==> src/rcs_consts.svh <==
`ifndef RCS_CONSTS_SVH
`define RCS_CONSTS_SVH
// Register word offsets (bus byte address divided by four)
`define RCS_OFF_STATUS   4'h0
`define RCS_OFF_PWRCTL   4'h1
`define RCS_OFF_PCHIGH   4'h2
`define RCS_OFF_IRQCTL   4'h3
`define RCS_OFF_PERIPH_IRQ_FLAGS1     4'h4
`define RCS_OFF_PERIPH_IRQ_FLAGS2     4'h5
`define RCS_OFF_DATA0    4'h6
`define RCS_OFF_EVTSTAT  4'hA
`define RCS_OFF_EVTMASK  4'hB
`define RCS_DATA_REGS    4
// Field positions
`define RCS_ST_TO        4
`define RCS_ST_PD        3
`define RCS_PC_POR       1
`define RCS_PC_BOR       0
`define RCS_IC_GIE       7
// Reset values and vectors
`define RCS_RST_VEC      13'h0000
`define RCS_IRQ_VEC      13'h0004
`define RCS_EVT_RST      6'h01
`define RCS_EVT_W        6
`endif

==> src/rcs_pkg.sv <==
package rcs_pkg;
    // Reset and wake causes after priority resolution
    typedef struct packed {
        logic irqWake;
        logic wdtWake;
        logic wdtRst;
        logic master_clear_pin;
        logic bor;
        logic por;
    } rcs_cause_t;

    // Core status byte layout
    typedef struct packed {
        logic [2:0] bank;
        logic       timeoutFlag;
        logic       powerdownFlag;
        logic [2:0] alu;
    } rcs_status_t;

    // Program counter sequencing states
    typedef enum logic [2:0] {
        RCS_RUN   = 3'b001,
        RCS_SLEEP = 3'b010,
        RCS_VECT  = 3'b100
    } rcs_state_t;
endpackage

==> src/rcs_evt_irq.sv <==
`timescale 1ns/1ps
`include "rcs_consts.svh"
module rcs_evt_irq
    import rcs_pkg::*;
#(
    parameter int W = `RCS_EVT_W
) (
    // Clock and reset
    input  wire logic         clk,
    input  wire logic         rst_n,
    // Events and software access
    input  wire logic [W-1:0] evtSet,
    input  wire logic         clrWr,
    input  wire logic [W-1:0] clrData,
    input  wire logic         maskWr,
    input  wire logic [W-1:0] maskData,
    // State and interrupt
    output logic      [W-1:0] evtStatus,
    output logic      [W-1:0] evtMask,
    output logic              irq
);
    // Sticky bits, set wins over write-one-to-clear
    always_ff @(posedge clk or negedge rst_n) begin
        if (!rst_n) begin
            evtStatus <= W'(`RCS_EVT_RST);
        end else begin
            evtStatus <= (evtStatus & ~(clrWr ? clrData : '0)) | evtSet;
        end
    end

    // Mask register
    always_ff @(posedge clk or negedge rst_n) begin
        if (!rst_n) begin
            evtMask <= '0;
        end else if (maskWr) begin
            evtMask <= maskData;
        end
    end

    // Level interrupt
    assign irq = |(evtStatus & evtMask);
endmodule // rcs_evt_irq

==> src/rcs_reset_cause.sv <==
// Design decisions made here: the Wishbone slave port and the placing of the registers.
`timescale 1ns/1ps
`include "rcs_consts.svh"
module rcs_reset_cause
    import rcs_pkg::*;
#(
    parameter bit HAS_PWRCTL = 1'b1,
    parameter bit HAS_BOR    = 1'b1,
    parameter int PC_W       = 13
) (
    // Clock and power-on reset
    input  wire logic            clk,
    input  wire logic            rst_n,
    // Reset and wake sources, one-cycle pulses
    input  wire logic            borReq,
    input  wire logic            brownoutDetectEnable,
    input  wire logic            masterClearReq,
    input  wire logic            watchdogTimeout,
    input  wire logic            irqWakeReq,
    input  wire logic [7:0]      wakeIrqCtrlFlags,
    input  wire logic [7:0]      wakePir1Flags,
    input  wire logic [7:0]      wakePir2Flags,
    // Core sequencing
    input  wire logic            sleepEnter,
    input  wire logic [PC_W-1:0] pcNow,
    input  wire logic            instrDone,
    output logic                 pcLoad,
    output logic      [PC_W-1:0] pcLoadAddr,
    output logic                 sleeping,
    // Status view
    output logic                 timeoutFlag,
    output logic                 powerdownFlag,
    output logic                 powerOnFlag,
    output logic                 brownoutFlag,
    output logic                 globalIrqEnable,
    output logic                 irq,
    // Wishbone slave
    input  wire logic            wb_cyc_i,
    input  wire logic            wb_stb_i,
    input  wire logic            wb_we_i,
    input  wire logic [7:0]      wb_adr_i,
    input  wire logic [3:0]      wb_sel_i,
    input  wire logic [31:0]     wb_dat_i,
    output logic      [31:0]     wb_dat_o,
    output logic                 wb_ack_o
);
    rcs_state_t              state_r;
    rcs_status_t             statusWord;
    logic                    toFlag_r;
    logic                    pdFlag_r;
    logic [2:0]              bank_r;
    logic [2:0]              alu_r;
    rcs_cause_t              cause;
    logic                    pwrOn_r;
    logic                    brownOut_r;
    logic [4:0]              pcHigh_r;
    logic [7:0]              irqCtrl_r;
    logic [7:0]              periph_irq_flags1_r;
    logic [7:0]              periph_irq_flags2_r;
    logic [7:0]              dataRegs [`RCS_DATA_REGS];
    logic [PC_W-1:0]         sleepPc_r;
    logic                    pcLoad_r;
    logic [PC_W-1:0]         pcLoadAddr_r;
    logic                    ack_r;
    logic [31:0]             rdData_r;
    logic [3:0]              regIdx;
    logic                    busWr;
    logic                    isSleep;
    logic                    resetHit;
    logic [`RCS_EVT_W-1:0]   evtStatus;
    logic [`RCS_EVT_W-1:0]   evtMask;
    logic [7:0]              rdMux;
    logic                    firstCyc_r;

    assign isSleep = (state_r == RCS_SLEEP);
    // Status byte assembled from its separately owned fields
    assign statusWord = {bank_r, toFlag_r, pdFlag_r, alu_r};
    assign regIdx  = wb_adr_i[5:2];
    // Write takes effect on the edge where the master sees ack
    assign busWr   = wb_cyc_i & wb_stb_i & wb_we_i & ack_r & wb_sel_i[0];

    // Cause resolution with fixed priority
    always_comb begin
        cause         = '0;
        cause.bor     = HAS_BOR & brownoutDetectEnable & borReq;
        cause.master_clear_pin    = masterClearReq & ~cause.bor;
        cause.wdtRst  = watchdogTimeout & ~isSleep & ~cause.bor & ~masterClearReq;
        cause.wdtWake = watchdogTimeout & isSleep & ~cause.bor & ~masterClearReq;
        cause.irqWake = irqWakeReq & isSleep & ~cause.bor & ~masterClearReq & ~watchdogTimeout;
    end
    assign resetHit = cause.bor | cause.master_clear_pin | cause.wdtRst;

    // Time-out and power-down flags
    always_ff @(posedge clk or negedge rst_n) begin
        if (!rst_n) begin
            toFlag_r <= 1'b1;
            pdFlag_r <= 1'b1;
        end else if (cause.bor) begin
            toFlag_r <= 1'b1;
            pdFlag_r <= 1'b1;
        end else if (cause.master_clear_pin) begin
            if (isSleep) begin
                toFlag_r <= 1'b1;
                pdFlag_r <= 1'b0;
            end
        end else if (cause.wdtRst) begin
            toFlag_r <= 1'b0;
            pdFlag_r <= 1'b1;
        end else if (cause.wdtWake) begin
            toFlag_r <= 1'b0;
            pdFlag_r <= 1'b0;
        end else if (cause.irqWake || (sleepEnter && state_r == RCS_RUN)) begin
            toFlag_r <= 1'b1;
            pdFlag_r <= 1'b0;
        end
    end

    // Bank bits cleared by resets, others written by software
    always_ff @(posedge clk or negedge rst_n) begin
        if (!rst_n) begin
            bank_r <= 3'h0;
            alu_r  <= 3'h0;
        end else begin
            if (resetHit) begin
                bank_r <= 3'h0;
            end else if (busWr && regIdx == `RCS_OFF_STATUS) begin
                bank_r <= wb_dat_i[7:5];
            end
            if (busWr && regIdx == `RCS_OFF_STATUS) begin
                alu_r <= wb_dat_i[2:0];
            end
        end
    end

    // Power-on status bit, cleared by power-on, otherwise written by software
    always_ff @(posedge clk or negedge rst_n) begin
        if (!rst_n) begin
            pwrOn_r <= 1'b0;
        end else if (HAS_PWRCTL && busWr && regIdx == `RCS_OFF_PWRCTL) begin
            pwrOn_r <= wb_dat_i[`RCS_PC_POR];
        end
    end

    // Brown-out status bit, hardware clear wins over software write
    always_ff @(posedge clk or negedge rst_n) begin
        if (!rst_n) begin
            brownOut_r <= 1'b0;
        end else if (!HAS_BOR || !HAS_PWRCTL) begin
            brownOut_r <= 1'b0;
        end else if (cause.bor) begin
            brownOut_r <= 1'b0;
        end else if (busWr && regIdx == `RCS_OFF_PWRCTL) begin
            brownOut_r <= wb_dat_i[`RCS_PC_BOR];
        end
    end

    // High latch and interrupt registers
    always_ff @(posedge clk or negedge rst_n) begin
        if (!rst_n) begin
            pcHigh_r  <= 5'h00;
            irqCtrl_r <= 8'h00;
            periph_irq_flags1_r    <= 8'h00;
            periph_irq_flags2_r    <= 8'h00;
        end else if (resetHit) begin
            pcHigh_r  <= 5'h00;
            irqCtrl_r <= {7'h00, irqCtrl_r[0]};
            periph_irq_flags1_r    <= 8'h00;
            periph_irq_flags2_r    <= 8'h00;
        end else begin
            if (busWr && regIdx == `RCS_OFF_PCHIGH) begin
                pcHigh_r <= wb_dat_i[4:0];
            end
            if (state_r == RCS_VECT && instrDone) begin
                irqCtrl_r[`RCS_IC_GIE] <= 1'b0;
            end else if (busWr && regIdx == `RCS_OFF_IRQCTL) begin
                irqCtrl_r <= wb_dat_i[7:0] | (cause.irqWake ? wakeIrqCtrlFlags : 8'h00);
            end else if (cause.irqWake) begin
                irqCtrl_r <= irqCtrl_r | wakeIrqCtrlFlags;
            end
            if (busWr && regIdx == `RCS_OFF_PERIPH_IRQ_FLAGS1) begin
                periph_irq_flags1_r <= wb_dat_i[7:0] | (cause.irqWake ? wakePir1Flags : 8'h00);
            end else if (cause.irqWake) begin
                periph_irq_flags1_r <= periph_irq_flags1_r | wakePir1Flags;
            end
            if (busWr && regIdx == `RCS_OFF_PERIPH_IRQ_FLAGS2) begin
                periph_irq_flags2_r <= wb_dat_i[7:0] | (cause.irqWake ? wakePir2Flags : 8'h00);
            end else if (cause.irqWake) begin
                periph_irq_flags2_r <= periph_irq_flags2_r | wakePir2Flags;
            end
        end
    end

    // Data registers without reset: unknown at power-on, kept otherwise
    for (genvar i = 0; i < `RCS_DATA_REGS; i++) begin : g_data
        always_ff @(posedge clk) begin
            if (busWr && regIdx == 4'(`RCS_OFF_DATA0 + i)) begin
                dataRegs[i] <= wb_dat_i[7:0];
            end
        end
    end

    // Sleep address capture
    always_ff @(posedge clk or negedge rst_n) begin
        if (!rst_n) begin
            sleepPc_r <= '0;
        end else if (sleepEnter && state_r == RCS_RUN && !resetHit) begin
            sleepPc_r <= pcNow;
        end
    end

    // Program counter sequencing
    always_ff @(posedge clk or negedge rst_n) begin
        if (!rst_n) begin
            state_r      <= RCS_RUN;
            pcLoad_r     <= 1'b0;
            pcLoadAddr_r <= PC_W'(`RCS_RST_VEC);
        end else begin
            pcLoad_r <= 1'b0;
            if (resetHit) begin
                state_r      <= RCS_RUN;
                pcLoad_r     <= 1'b1;
                pcLoadAddr_r <= PC_W'(`RCS_RST_VEC);
            end else begin
                unique case (state_r)
                    RCS_RUN: begin
                        if (sleepEnter) begin
                            state_r <= RCS_SLEEP;
                        end
                    end
                    RCS_SLEEP: begin
                        if (cause.wdtWake || cause.irqWake) begin
                            pcLoad_r     <= 1'b1;
                            pcLoadAddr_r <= sleepPc_r + PC_W'(1);
                            state_r      <= (cause.irqWake && irqCtrl_r[`RCS_IC_GIE]) ? RCS_VECT : RCS_RUN;
                        end
                    end
                    RCS_VECT: begin
                        if (instrDone) begin
                            pcLoad_r     <= 1'b1;
                            pcLoadAddr_r <= PC_W'(`RCS_IRQ_VEC);
                            state_r      <= RCS_RUN;
                        end
                    end
                endcase
            end
        end
    end

    // Event sticky bits and interrupt
    rcs_evt_irq #(
        .W (`RCS_EVT_W)
    ) u_evt (
        .clk       (clk),
        .rst_n     (rst_n),
        .evtSet    (cause),
        .clrWr     (busWr && regIdx == `RCS_OFF_EVTSTAT),
        .clrData   (wb_dat_i[`RCS_EVT_W-1:0]),
        .maskWr    (busWr && regIdx == `RCS_OFF_EVTMASK),
        .maskData  (wb_dat_i[`RCS_EVT_W-1:0]),
        .evtStatus (evtStatus),
        .evtMask   (evtMask),
        .irq       (irq)
    );

    // Read multiplexer, unmapped reads zero
    always_comb begin
        rdMux = 8'h00;
        if (regIdx >= `RCS_OFF_DATA0 && regIdx < 4'(`RCS_OFF_DATA0 + `RCS_DATA_REGS)) begin
            rdMux = dataRegs[2'(regIdx - `RCS_OFF_DATA0)];
        end else begin
            unique case (regIdx)
                `RCS_OFF_STATUS:  rdMux = statusWord;
                `RCS_OFF_PWRCTL:  rdMux = HAS_PWRCTL ? {6'h00, pwrOn_r, brownOut_r} : 8'h00;
                `RCS_OFF_PCHIGH:  rdMux = {3'h0, pcHigh_r};
                `RCS_OFF_IRQCTL:  rdMux = irqCtrl_r;
                `RCS_OFF_PERIPH_IRQ_FLAGS1:    rdMux = periph_irq_flags1_r;
                `RCS_OFF_PERIPH_IRQ_FLAGS2:    rdMux = periph_irq_flags2_r;
                `RCS_OFF_EVTSTAT: rdMux = {2'h0, evtStatus};
                `RCS_OFF_EVTMASK: rdMux = {2'h0, evtMask};
                default:          rdMux = 8'h00;
            endcase
        end
    end

    // Wishbone ack one cycle after request, dropped the cycle after
    always_ff @(posedge clk or negedge rst_n) begin
        if (!rst_n) begin
            ack_r    <= 1'b0;
            rdData_r <= 32'h0000_0000;
        end else begin
            ack_r    <= wb_cyc_i & wb_stb_i & ~ack_r;
            rdData_r <= {24'h00_0000, rdMux};
        end
    end

    // Helper for first cycle after power-on
    always_ff @(posedge clk or negedge rst_n) begin
        if (!rst_n) begin
            firstCyc_r <= 1'b1;
        end else begin
            firstCyc_r <= 1'b0;
        end
    end

    assign wb_ack_o        = ack_r;
    assign wb_dat_o        = rdData_r;
    assign pcLoad          = pcLoad_r;
    assign pcLoadAddr      = pcLoadAddr_r;
    assign sleeping        = isSleep;
    assign timeoutFlag     = toFlag_r;
    assign powerdownFlag   = pdFlag_r;
    assign powerOnFlag     = HAS_PWRCTL & pwrOn_r;
    assign brownoutFlag    = brownOut_r;
    assign globalIrqEnable = irqCtrl_r[`RCS_IC_GIE];
endmodule // rcs_reset_cause

==> config.mk <==
export PLATFORM = sky130hd
export DESIGN_NAME = rcs_reset_cause
export DESIGN_NICKNAME = d
export VERILOG_FILES = /design/src/rcs_pkg.sv /design/src/rcs_evt_irq.sv /design/src/rcs_reset_cause.sv
export VERILOG_INCLUDE_DIRS = /design/src
export SDC_FILE = /design/constraint.sdc
export NUM_CORES = 1
export LEC_CHECK = 0
export ABC_AREA = 0
export ABC_CLOCK_PERIOD_IN_PS = 1800
export BUFFER_PORTS_ARGS = -buffer_cell sky130_fd_sc_hd__buf_2
export CAP_MARGIN = 25
export CORE_UTILIZATION = 30
export CTS_BUF_LIST = sky130_fd_sc_hd__clkbuf_4
export CTS_CLUSTER_DIAMETER = 120
export DETAILED_ROUTE_END_ITERATION = 7
export GPL_TIMING_DRIVEN = 0
export SLEW_MARGIN = 10
export SYNTH_ARGS = -nofsm -noshare
export SYNTH_HDL_FRONTEND = slang
export SYNTH_SLANG_ARGS = --single-unit
==> constraint.sdc <==
create_clock -name clk -period 1.8 [get_ports clk]
set_input_delay 0.18 -clock clk [delete_from_list [all_inputs] [get_ports clk]]
set_output_delay 0.18 -clock clk [all_outputs]
set_load 0.01 [all_outputs]
# ---- After elaboration in Yosys (flattened, before gate mapping)
# Memory sizes are Yosys's and may differ from the RTL's.
# Index checks and enable logic that the tools add are counted.
dict set report word_totals {
  inputBits 93
  wordCells 186
  register_bits 90
  mem_bits_rw 32
  output_inout_bits 54
  memories 1
}
# memory depth width read_ports rd_clocked_by_memory_dff wr line_no
set memory_table {}
lappend memory_table {dataRegs 4 8 1 0 1 rcs_reset_cause.sv:60} ;# logic [7:0] dataRegs [`RCS_DATA_REGS];
dict set report op_classes {
  order_cmp 2
  n_addsub 2
  eq_ne 19
  reduce_logical 40
  muxes 66
  n_bitwise 36
}
# operator count
set op_table {}
lappend op_table {{$mux W8} 16}
lappend op_table {{$pmux W8 S8} 1}
lappend op_table {{$or A8 B8 Y8} 6}
lappend op_table {{$mux W13} 3}
lappend op_table {{$mux W1} 29}
lappend op_table {{$pmux W13 S2} 1}
lappend op_table {{$reduce_or A8 Y1} 3}
lappend op_table {{$mux W3} 7}
lappend op_table {{$and A1 B1 Y1} 17}
lappend op_table {{$logic_and A1 B1 Y1} 17}
lappend op_table {{$eq A4 B3 Y1 const B} 4}
lappend op_table {{$eq A4 B4 Y1 const B} 4}
lappend op_table {{$add A13 B1 Y13 const B} 1}
lappend op_table {{$and A6 B6 Y6} 2}
lappend op_table {{$reduce_bool A3 Y1} 4}
lappend op_table {{$mux W5} 2}
lappend op_table {{$pmux W3 S3} 1}
lappend op_table {{$reduce_and A3 Y1} 3}
lappend op_table {{$eq A4 B2 Y1 const B} 2}
lappend op_table {{$reduce_bool A2 Y1} 4}
lappend op_table {{$mux W7} 1}
lappend op_table {{$not A1 Y1} 7}
lappend op_table {{$mux W2} 3}
lappend op_table {{$mux W6} 1}
lappend op_table {{22 further kinds} 26}

# ---- Depth between registers and ports, before layout
# Gate-level depths: netlist (run 1).
dict set report depth {
  depth_word 11
  ltp_mapped 8
  depth_no_buf 6
}

# ---- Hierarchy
# A second synthesis (run 1) with hierarchy kept.
dict set report hier_totals {
  cells_unflattened 524
  area_unflattened_um2 6148.4
}
# mod area_each_um2 seq_area_each_um2 instances cells_per_inst
set modules_own_cells {}
lappend modules_own_cells {rcs_reset_cause 5650.4 2916.5 1 489}
lappend modules_own_cells {rcs_evt_irq 498.0 301.5 1 35}

# ---- Least setup slack after synthesis (run 1)
# Ideal clock, no wire load.
dict set report synth_path {
  path_type {register to register}
  startpoint {register ack_r, in the netlist wb_ack_o}
  endpoint {memory dataRegs[0][0], enable pin}
  synth_period_minus_slack_ns 2.019
  path_stages_with_launch 4
  n_path_buf 1
  setup_time_ns 0.395
  arrival_ns 1.625
  slack_ns -0.219
  cell_sequence {dfrtp_1 buf_2 nand2_1 nor4_1}
}
dict set report synth_via {
  elab_chain_cells 9
  elab_cells_between_ends 23
  classes_between {14 x mux; 2 x bitwise; 7 x reduce/logical}
}
# item line_no
set synth_lines {}
lappend synth_lines {{start, declared} rcs_reset_cause.sv:64} ;# logic ack_r;
lappend synth_lines {{start signal, assigned} rcs_reset_cause.sv:291} ;# ack_r <= wb_cyc_i & wb_stb_i & ~ack_r;
lappend synth_lines {{$and A1 B1 Y1 * (2 in a row)} rcs_reset_cause.sv:80} ;# assign busWr = wb_cyc_i & wb_stb_i & wb_we_i & ack_r & wb_sel_i[0];
lappend synth_lines {{$logic_and A1 B1 Y1} rcs_reset_cause.sv:196} ;# if (busWr && regIdx == 4'(`RCS_OFF_DATA0 + i)) begin
lappend synth_lines {{$mux W1} rcs_reset_cause.sv:196}
lappend synth_lines {{$mux W1 (not written as such)} rcs_reset_cause.sv:197} ;# dataRegs[i] <= wb_dat_i[7:0];
lappend synth_lines {{$reduce_or A8 Y1 (no line)} -}
lappend synth_lines {{$mux W2 (no line) / $mux W1 (equally long branches) (3 in a row)} -}
lappend synth_lines {{end, declared} rcs_reset_cause.sv:60}
# Every way passes the cells marked *; elsewhere a longest branch is shown, timed or not.

# ---- Worst setup path in the final report (run 1)
dict set report layout_path {
  startpoint {register state_r[0]}
  endpoint {register irqCtrl_r[4]}
}
dict set report layout_via {
  elab_chain_cells 10
  elab_cells_between_ends 20
  classes_between {3 x eq/ne; 4 x mux; 10 x bitwise; 3 x reduce/logical}
}
# item line_no
set layout_lines {}
lappend layout_lines {{start, declared} rcs_reset_cause.sv:47} ;# rcs_state_t state_r;
lappend layout_lines {{start signal, assigned} rcs_reset_cause.sv:234} ;# state_r <= (cause.irqWake && irqCtrl_r[`RCS_IC_GIE]) ? RCS_VECT : RCS_RUN;
lappend layout_lines {{$eq A3 B2 Y1} rcs_reset_cause.sv:75} ;# assign isSleep = (state_r == RCS_SLEEP);
lappend layout_lines {{$and A1 B1 Y1 (4 in a row)} rcs_reset_cause.sv:89} ;# cause.irqWake = irqWakeReq & isSleep & ~cause.bor & ~masterClearReq & ~watchdogTimeout;
lappend layout_lines {{$mux W8} rcs_reset_cause.sv:176} ;# irqCtrl_r <= wb_dat_i[7:0] | (cause.irqWake ? wakeIrqCtrlFlags : 8'h00);
lappend layout_lines {{$or A8 B8 Y8} rcs_reset_cause.sv:176}
lappend layout_lines {{$mux W8} rcs_reset_cause.sv:175} ;# end else if (busWr && regIdx == `RCS_OFF_IRQCTL) begin
lappend layout_lines {{$mux W7} rcs_reset_cause.sv:173} ;# if (state_r == RCS_VECT && instrDone) begin
lappend layout_lines {{$mux W8} rcs_reset_cause.sv:164} ;# end else if (resetHit) begin
lappend layout_lines {{end signal, assigned} rcs_reset_cause.sv:166} ;# irqCtrl_r <= {7'h00, irqCtrl_r[0]};
lappend layout_lines {{end signal, assigned} rcs_reset_cause.sv:176}
lappend layout_lines {{end signal, assigned} rcs_reset_cause.sv:178} ;# irqCtrl_r <= irqCtrl_r | wakeIrqCtrlFlags;
lappend layout_lines {{end, declared} rcs_reset_cause.sv:57} ;# logic [7:0] irqCtrl_r;
# Several ways; a longest one is shown, not always the timed one. The select of a mux whose other input is x is not followed.
# A chain may end at the register's enable or synchronous reset.

==> reports/metrics.yaml, run 1 <==
dieHeight_um: 144
firstDrtPassIters: 5
reg2regPathDepth: 7
drive_gt1_share_pct: 35.3
p_leak_nw: 3.40
worst_clock_skew_ps: 19.1
cpPeakStageDelay_ps: 600
ios: 147
final_core_util_pct: 39.2
layout_common_cells: "97 x buf_2, 85 x dfrtp_1, 54 x nand2_1, 42 x buf_4, 36 x dlygate4sd3_1"
cp-start-kind: "register"
grt_usage_pct: 17.5
cts_tree: "yes"
yosys-top-cells-area: "dfrtp_1 36%, edfxtp_1 16%, mux2_2 6.1%"
whs_ps: 18.1
cts-buffers-inserted: 17
overflow: 0
worstPathMaxFanout: 10
cts.sinks: 122
die-area_um2: 20800
synth-edff-count: 32
path_cells: "nor2_2, nand2_2, inv_4, and3_1, buf_6, a211o_1, o221a_2"
design.core.area_um2: 19700
yosysUniqueCellTypes: 71
portBuffers: 87
synth_top_area_share_pct: 35.5
setup_viol: 0
max-cap-violations: 0
post-place-ws_ps: -443
syn_area_per_cell_um2: 11.8
grt_pass1_vias: 4594
cellPowerDensity_nw_per_um2: 731
hold_path_class: "input port to register"
clkTransAtPathRegs_ps: 110
final_hold_viol_count: 0
ys_seq_area_share_pct: 53.1
cpMaxStageDelayCell: "dfstp_2"
clock_latency_ps: 510
fin_crit_sh_pct: 99.1
holdPathStages: 3
irDropWorstVdd_mv: 0.409
arrival_ps: 2170
status: "complete, no violations"
syn_area_um2: 6060
rsz0062_at_grt: "true"
antenna_found_initial: 4
cts_buffer_depth: 2
cts_root_buf: "clkbuf_4"
ys.flop_type: "dfrtp_1"
post_drt_wl_per_cell_um: 18.1
finalWirelength_mm: 17.5
finalNetCount: 780
fin_total_pwr_mw: 5.63
async_reset_ff_share_pct: 73.8
grt_max_degree: 48
fin_crit_ps: 1780
ant_nets: 0
h-tree-depth: 4
num_rows: 51
grt_pass1_wl_mm: 26.8
ys_warn_count: 0
post-dp-hpwl_mm: 12.5
cp-end-kind: "register"
setup_tns_ps: 0
synthCells: 513
required_ps: 2190
relSlewSlack_pct: 37.5
place_congestion: 0.864
ys_ff_latch: 122
drcViolationCount: 0
via_per_inst: 4.91
slew_violations: 0
layout_setup_ws_ps: 16.1
crit_type: "register to register"
die_w_um: 144
initial_core_util_pct: 30.8
first_iter_violations: 399
layout_commonest_cell: "buf_2"
vias: 4746
tightest_slew_ps: 935
clock.fmax_mhz: 561
syn_to_final_growth_pct: 27.1
synth_top_cell_by_area: "dfrtp_1"
## synth_stat cells (all sizes together), types with 2 or more instances
cell     number
or3b          2
nor3          6
xnor2         7
dfrtp        86
a211oi        2
nand4        10
a21boi        2
a21oi        26
a21o          2
nor4          6
o211ai        3
a31oi         7
xor2          4
mux2         33
a32o          4
nand3b        6
nand3        10
inv           8
mux2i        20
o21ai         7
o31ai         2
nand2b        3
a211o         7
nor2         29
nand2        55
a221oi        3
o221a         6
buf          49
a22o         14
nor2b         2
nor3b         3
and4          5
o2bb2ai       2
edfxtp       32
dfstp         4
a22oi        16
clkbuf        5
mux4          6
## per-layer routing
metal	GRT usage [%]	wire, um
met1	23.9	7950
met4	3.81	200
met3	4.97	1410
met2	27.6	7940
met5	0	13
## kinds of logic (layout without fill, tap and decap cells)
kind of cell / after synthesis / count (layout) / share of synthesized area (%)
and+or+nand+nor: 145 / 145 / 12.9
DFF: 122 / 122 / 53.1
AOI/OAI and AO/OA: 112 / 112 / 13.9
buffers and inverters: 62 / 225 / 6.57
muxes: 59 / 59 / 11.7
xor gates and xnor gates: 11 / 11 / 1.59
adders and majority gates: 1 / 1 / 0.206
other: 1 / 27 / 0.0619
## stage by stage
| stage | std cells | cell area, um2 |
|---|---|---|
| after floorplan | 536 | 6160 |
| after global placement | 888 | 6920 |
| after detailed placement | 889 | 6950 |
| after global routing | 964 | 7690 |
| after CTS | 957 | 7600 |
| final | 967 | 7700 |
## layout make-up
cell class / count / area [um2]
repair buffers: 131 / 891
inverters: 8 / 32.5
multi-input cells: 352 / 2590
clock buffers: 19 / 143
diodes: 3 / 7.51
clock inverters: 13 / 106
plain buffers: 54 / 375
well taps: 265 / 332
flip-flops and latches: 122 / 3220
fillers: 1994 / 12000
## final timing paths
check | from | endpoint | slack, ps
setup / recovery | state_r[0] | irqCtrl_r[4] | 20
hold / removal | wakePir1Flags[4] | periph_irq_flags1_r[4] | 20
setup reg to reg | state_r[0] | irqCtrl_r[4] | 20
hold reg to reg | u_evt.evtStatus[0] | u_evt.evtStatus[0] | 500
max in group asynchronous | rst_n | periph_irq_flags2_r[5] | 900
min in group asynchronous | rst_n | sleepPc_r[8] | 220
## power breakdown
group | internal, mW | leakage (nW) | switching [mW]
Combinational | 0.374 | 1.79 | 0.413
Sequential | 2.95 | 1.47 | 0.119
Clock | 0.700 | 0.132 | 1.07
## what timing repair did
| action | CTS | global route |
|---|---|---|
| setup buffers | 0 | 7 |
| setup endpoints to repair | 65 | 54 |
| hold buffers | 36 | 0 |
| endpoints found under the hold margin | 83 | 0 |
| pin swaps | 1 | 6 |
| resized for setup | 9 | 9 |
## worst max-delay path, delay by kind of cell (launching register included)
family | cells | cell delay [ps]
flip-flops | 1 | 600
AO/OA/AOI/OAI | 2 | 550
AND/OR/NAND/NOR | 3 | 320
buffers and inverters | 2 | 200
## flip-flops by register name, indices dropped and copies added (netlist names)
| name | count |
|---|---|
| alu_r | 3 |
| bank_r | 3 |
| brownoutFlag | 1 |
| dataRegs | 32 |
| irqCtrl_r | 8 |
| pcHigh_r | 5 |
| pcLoad | 1 |
| pcLoadAddr | 13 |
| periph_irq_flags1_r | 8 |
| periph_irq_flags2_r | 8 |
| powerOnFlag | 1 |
| powerdownFlag | 1 |
| sleepPc_r | 13 |
| state_r | 3 |
| timeoutFlag | 1 |
| u_evt.evtMask | 6 |
| u_evt.evtStatus | 6 |
| wb_ack_o | 1 |
| wb_dat_o | 8 |
(Power assumes the default switching activity.)
==> run 2: changes to the inputs <==
CORE_UTILIZATION = 40   (was 30)
==> reports/metrics.yaml, run 2 (synthesis gave the netlist of run 1 again) <==
status: "finished with violations"
violations: "design-rule violations"
cp_num_cells: 7
grt_max_degree: 58
cp-end-kind: "register"
rr_startpoint: "state_r[0]"
cts.sinks: 122
place_congestion: 0.870
irDropWorstVdd_mv: 0.769
dp.cells: 809
layout_commonest_cell: "buf_2"
via_per_inst: 5.47
vias: 4872
relSlewSlack_pct: 53.8
route.met2.wl_mm: 8.65
drcViolationCount: 4
cellPowerDensity_nw_per_um2: 745
tightest_slew_ps: 692
rrSetupSlack_ps: 50
num_antenna_cells: 0
path_cells: "nor2_1, nand2_2, inv_4, and3_4, buf_2, a211o_1, o221a_1"
clkTransAtPathRegs_ps: 100
finalWirelength_mm: 17.7
cts-buffers-inserted: 17
initial_core_util_pct: 41.4
topRoutingLayerUsed: "met4"
instances_no_fill: 891
path_delay_family: "flip-flops"
setup_viol: 0
syn_to_final_growth_pct: 26.7
drive_gt1_share_pct: 34.2
grt_pass1_vias: 4856
clock_latency_ps: 550
h-tree-depth: 4
grt_usage_pct: 23.6
post-dp-hpwl_mm: 12.4
crit_type: "register to register"
setup_tns_ps: 0
finalNetCount: 788
fin_crit_sh_pct: 97.4
layout_common_cells: "98 x buf_2, 83 x dfrtp_1, 54 x nand2_1, 46 x dlygate4sd3_1, 38 x buf_4"
worstPathMaxFanout: 6
power_frac_clock_pct: 32.0
reg2reg_to: "irqCtrl_r[2]"
p_sw_mw: 1.54
final_hold_viol_count: 0
ios: 147
design.core.area_um2: 14600
antenna_found_initial: 0
top_register: "dataRegs"
critPathBufInv: 2
largest_register_ffs: 32
required_ps: 2240
p_leak_nw: 3.42
firstDrtPassIters: 8
design_area_um2: 7670
place_area_um2: 6860
crit_start: "state_r[0]"
rsz0062_at_grt: "true"
max-cap-violations: 0
power.internal_mw: 4.18
cp-start-kind: "register"
cts_tree: "yes"
hold_path_class: "input port to register"
switching_share_pct: 26.9
met1Wirelength_mm: 7.66
first_iter_violations: 342
worst_clock_skew_ps: 19.0
overflow: 0
fin_crit_ps: 1750
fin_total_pwr_mw: 5.72
reg2regPathDepth: 7
portBuffers: 87
dieHeight_um: 125
pwr-share-seq_pct: 53.7
die-area_um2: 15600
crit_path_end: "irqCtrl_r[2]"
cts_buffer_depth: 2
ant_nets: 0
cpPeakStageDelay_ps: 590
layout_setup_ws_ps: 47.2
cts_root_buf: "clkbuf_4"
post_drt_wl_per_cell_um: 19.9
post-place-ws_ps: -360
wl_met3_mm: 1.13
power_frac_comb_pct: 14.3
clock.fmax_mhz: 571
grt_pass1_wl_mm: 27.6
num_rows: 44
arrival_ps: 2190
cpMaxStageDelayCell: "dfstp_2"
die_w_um: 125
slew_violations: 0
## run 2: changes by cell type in the layout (fill, tap and decap cells not counted), moves of 3 or more
| cell | delta |
|---|---|
| a22oi_1 | +3 |
| a22oi_2 | -3 |
| buf_4 | -4 |
| clkinv_1 | +4 |
| clkinvlp_4 | -3 |
| diode_2 | -3 |
| dlygate4sd3_1 | +10 |
## run 2: cell type report
cell class | count | area, um2
Tap cell | 184 | 230
Clock inverter | 12 | 106
Timing Repair Buffer | 139 | 961
Fill cell | 1329 | 6970
Clock buffer | 20 | 150
Buffer | 54 | 380
Inverter | 8 | 32.5
Multi-Input combinational cell | 352 | 2590
Sequential cell | 122 | 3220
## run 2: what timing repair did
action	CTS	global route
hold endpoints to repair	106	0
gates cloned	0	1
resized for setup	8	11
setup endpoints to repair	66	44
pin swaps	1	0
setup buffers	2	1
hold buffers	46	0
## run 2: routing by layer
layer,track usage (%),vias to the layer above
met5,0,-
met4,8.61,0
met3,5.39,24
met2,38.6,196
met1,30.8,2409
li1,-,2243
## run 2: how the worst min path moves through the flow
stage	depth (start not counted)	endpoint	slack (ps)	startpoint
floorplan	0	alu_r[0]	-120	rst_n
global placement	2	state_r[2]	400	instrDone
detailed placement	1	sleepPc_r[11]	180	rst_n
CTS	3	irqCtrl_r[1]	3	wakeIrqCtrlFlags[1]
global route	1	dataRegs[2][4]	6	wb_dat_i[4]
finish	3	irqCtrl_r[1]	40	wakeIrqCtrlFlags[1]
## run 2: stage by stage
step                hold WS [ps]  util (%)
floorplan                   -116         -
global placement             397      46.6
detailed placement           178      46.8
CTS                         2.80      52.0
global route                5.87      52.4
finish                      41.6      52.4
## run 2: power by group through the flow
stage | clock (mW) | sequential [mW] | combinational [mW]
3_5_place_dp | 0 | 3.13 | 0.726
3_3_place_gp | 0 | 3.12 | 0.699
2_1_floorplan | 0 | 3.11 | 0.425
4_1_cts | 1.88 | 3.07 | 0.812
6_report | 1.83 | 3.07 | 0.815
5_1_grt | 2.02 | 3.09 | 0.890
## run 2: tightest hold or removal path: cells and delay by family
family | cells | cell delay (ps)
buf+inv | 1 | 90
compound gates | 2 | 280
==> run 3: changes to the inputs <==
CORE_MARGIN = 2   (was unset)
CTS_BUF_LIST = sky130_fd_sc_hd__clkbuf_4 sky130_fd_sc_hd__clkbuf_8   (was sky130_fd_sc_hd__clkbuf_4)
SETUP_SLACK_MARGIN = 0.1   (was unset)
==> reports/metrics.yaml, run 3 (synthesis gave the netlist of run 1 again) <==
status: "complete, no violations"
cts-buffers-inserted: 17
fin_crit_ps: 1720
post-dp-hpwl_mm: 12.4
power_frac_clock_pct: 42.7
rsz0062_at_grt: "true"
p_leak_nw: 3.56
clock_latency_ps: 450
cts_tree: "yes"
vias: 4908
slew_violations: 0
overflow: 0
cp-end-kind: "register"
crit_type: "register to register"
grt_max_degree: 59
max-cap-violations: 0
top_register: "dataRegs"
setup_viol: 0
use_met1_pct: 28.9
h-tree-depth: 4
ios: 147
cts.sinks: 122
design.core.area_um2: 14600
via_per_inst: 5.50
finalNetCount: 788
setup_tns_ps: 0
antenna_found_initial: 1
cp_num_cells: 7
cellPowerDensity_nw_per_um2: 850
cts_root_buf: "clkbuf_8"
place_area_um2: 6860
post_drt_wl_per_cell_um: 20.1
dieHeight_um: 127
grt_usage_pct: 22.3
firstDrtPassIters: 5
power_frac_comb_pct: 11.8
clock.fmax_mhz: 581
hold_path_class: "input port to register"
ant_nets: 0
place_congestion: 0.915
critPathBufInv: 2
worstPathMaxFanout: 6
path_cells: "nor2_2, nand2_2, inv_4, and3_4, buf_6, a211o_1, o221a_2"
first_iter_violations: 305
holdPathStages: 3
switching_share_pct: 24.5
initial_core_util_pct: 41.4
cpMaxStageDelayCell: "dfstp_2"
drcViolationCount: 0
use_met2_pct: 35.0
die_w_um: 127
drive_gt1_share_pct: 38.5
portBuffers: 87
power.internal_mw: 5.10
reg2regPathDepth: 7
grt_pass1_vias: 4861
cpPeakStageDelay_ps: 600
pwr-share-seq_pct: 45.5
clkTransAtPathRegs_ps: 80
top_usage_layer: "met2"
cts_buffer_depth: 2
grt_pass1_wl_mm: 27.1
layout_commonest_cell: "buf_2"
grt_util_met3_pct: 6.99
fin_crit_sh_pct: 95.6
tightest_slew_ps: 920
relSlewSlack_pct: 38.6
irDropWorstVdd_mv: 0.521
worst_clock_skew_ps: 8.88
finalWirelength_mm: 17.9
path_delay_family: "flip-flops"
cp-start-kind: "register"
largest_register_ffs: 32
required_ps: 2130
die-area_um2: 16100
p_sw_mw: 1.65
num_rows: 44
arrival_ps: 2050
final_hold_viol_count: 0
design_area_um2: 7950
syn_to_final_growth_pct: 31.1
fin_total_pwr_mw: 6.75
layout_common_cells: "94 x buf_2, 83 x dfrtp_1, 56 x buf_4, 53 x nand2_1, 33 x mux2_2"
==> run 3: changes by cell type in the layout (fill, tap and decap cells not counted), moves of 5 or more <==
cell           delta
clkbuf_8         +20
clkbuf_4         -19
dlygate4sd3_1    -19
buf_4            +18
clkinv_1          -5
==> run 3: power groups by stage <==
stage | logic [mW] | clock network [mW] | registers [mW]
final | 0.796 | 2.88 | 3.08
after global routing | 0.874 | 3.06 | 3.09
after CTS | 0.771 | 2.93 | 3.07
after detailed placement | 0.713 | 0 | 3.13
after global placement | 0.695 | 0 | 3.12
after floorplan | 0.427 | 0 | 3.11
==> run 3: what timing repair did <==
item / in CTS / in global routing
pin swaps: 7 / 13
cloned: 1 / 2
endpoints found under the hold margin: 56 / 0
setup endpoints to repair: 83 / 59
gates resized for setup: 20 / 28
hold buffers: 27 / 0
setup buffers: 6 / 15
==> run 3: layout make-up <==
class,count,area [um2]
diodes,1,2.50
plain buffers,54,403
clock buffers,21,283
clock inverters,11,191
fillers,1284,6700
inverters,8,32.5
multi-input cells,352,2650
flip-flops and latches,122,3220
well taps,184,230
repair buffers,139,927
==> run 3: through the flow <==
step	hold slack [ps]	instances	utilization [%]	worst slack, ps
floorplan	-116	536	-	133
global placement	395	807	46.6	-418
detailed placement	170	808	46.8	-473
CTS	1.95	874	52.8	106
global route	29.1	891	54.2	32.5
finish	55.8	892	54.3	78.9
==> run 3: final timing paths <==
check | from | end | slack [ps]
min in group asynchronous | rst_n | sleepPc_r[11] | 230
hold reg to reg | u_evt.evtStatus[0] | u_evt.evtStatus[0] | 500
max in group asynchronous | rst_n | timeoutFlag | 870
setup / recovery | state_r[0] | irqCtrl_r[5] | 80
hold / removal | wakePir2Flags[2] | periph_irq_flags2_r[2] | 60
setup reg to reg | state_r[0] | irqCtrl_r[5] | 80
==> run 3: tightest hold or removal path: cells and delay by family <==
| family | cells | cell delay (ps) |
|---|---|---|
| buffers and inverters | 1 | 80 |
| AOI/OAI and AO/OA | 2 | 200 |
==> run 3: per-layer routing <==
metal | routed length [um] | share of wire [%] | vias up
li1 | - | - | 2236
met5 | 0 | 0 | -
met2 | 8580 | 48 | 202
met3 | 1320 | 7.4 | 34
met1 | 7560 | 42 | 2436
met4 | 452 | 2.5 | 0
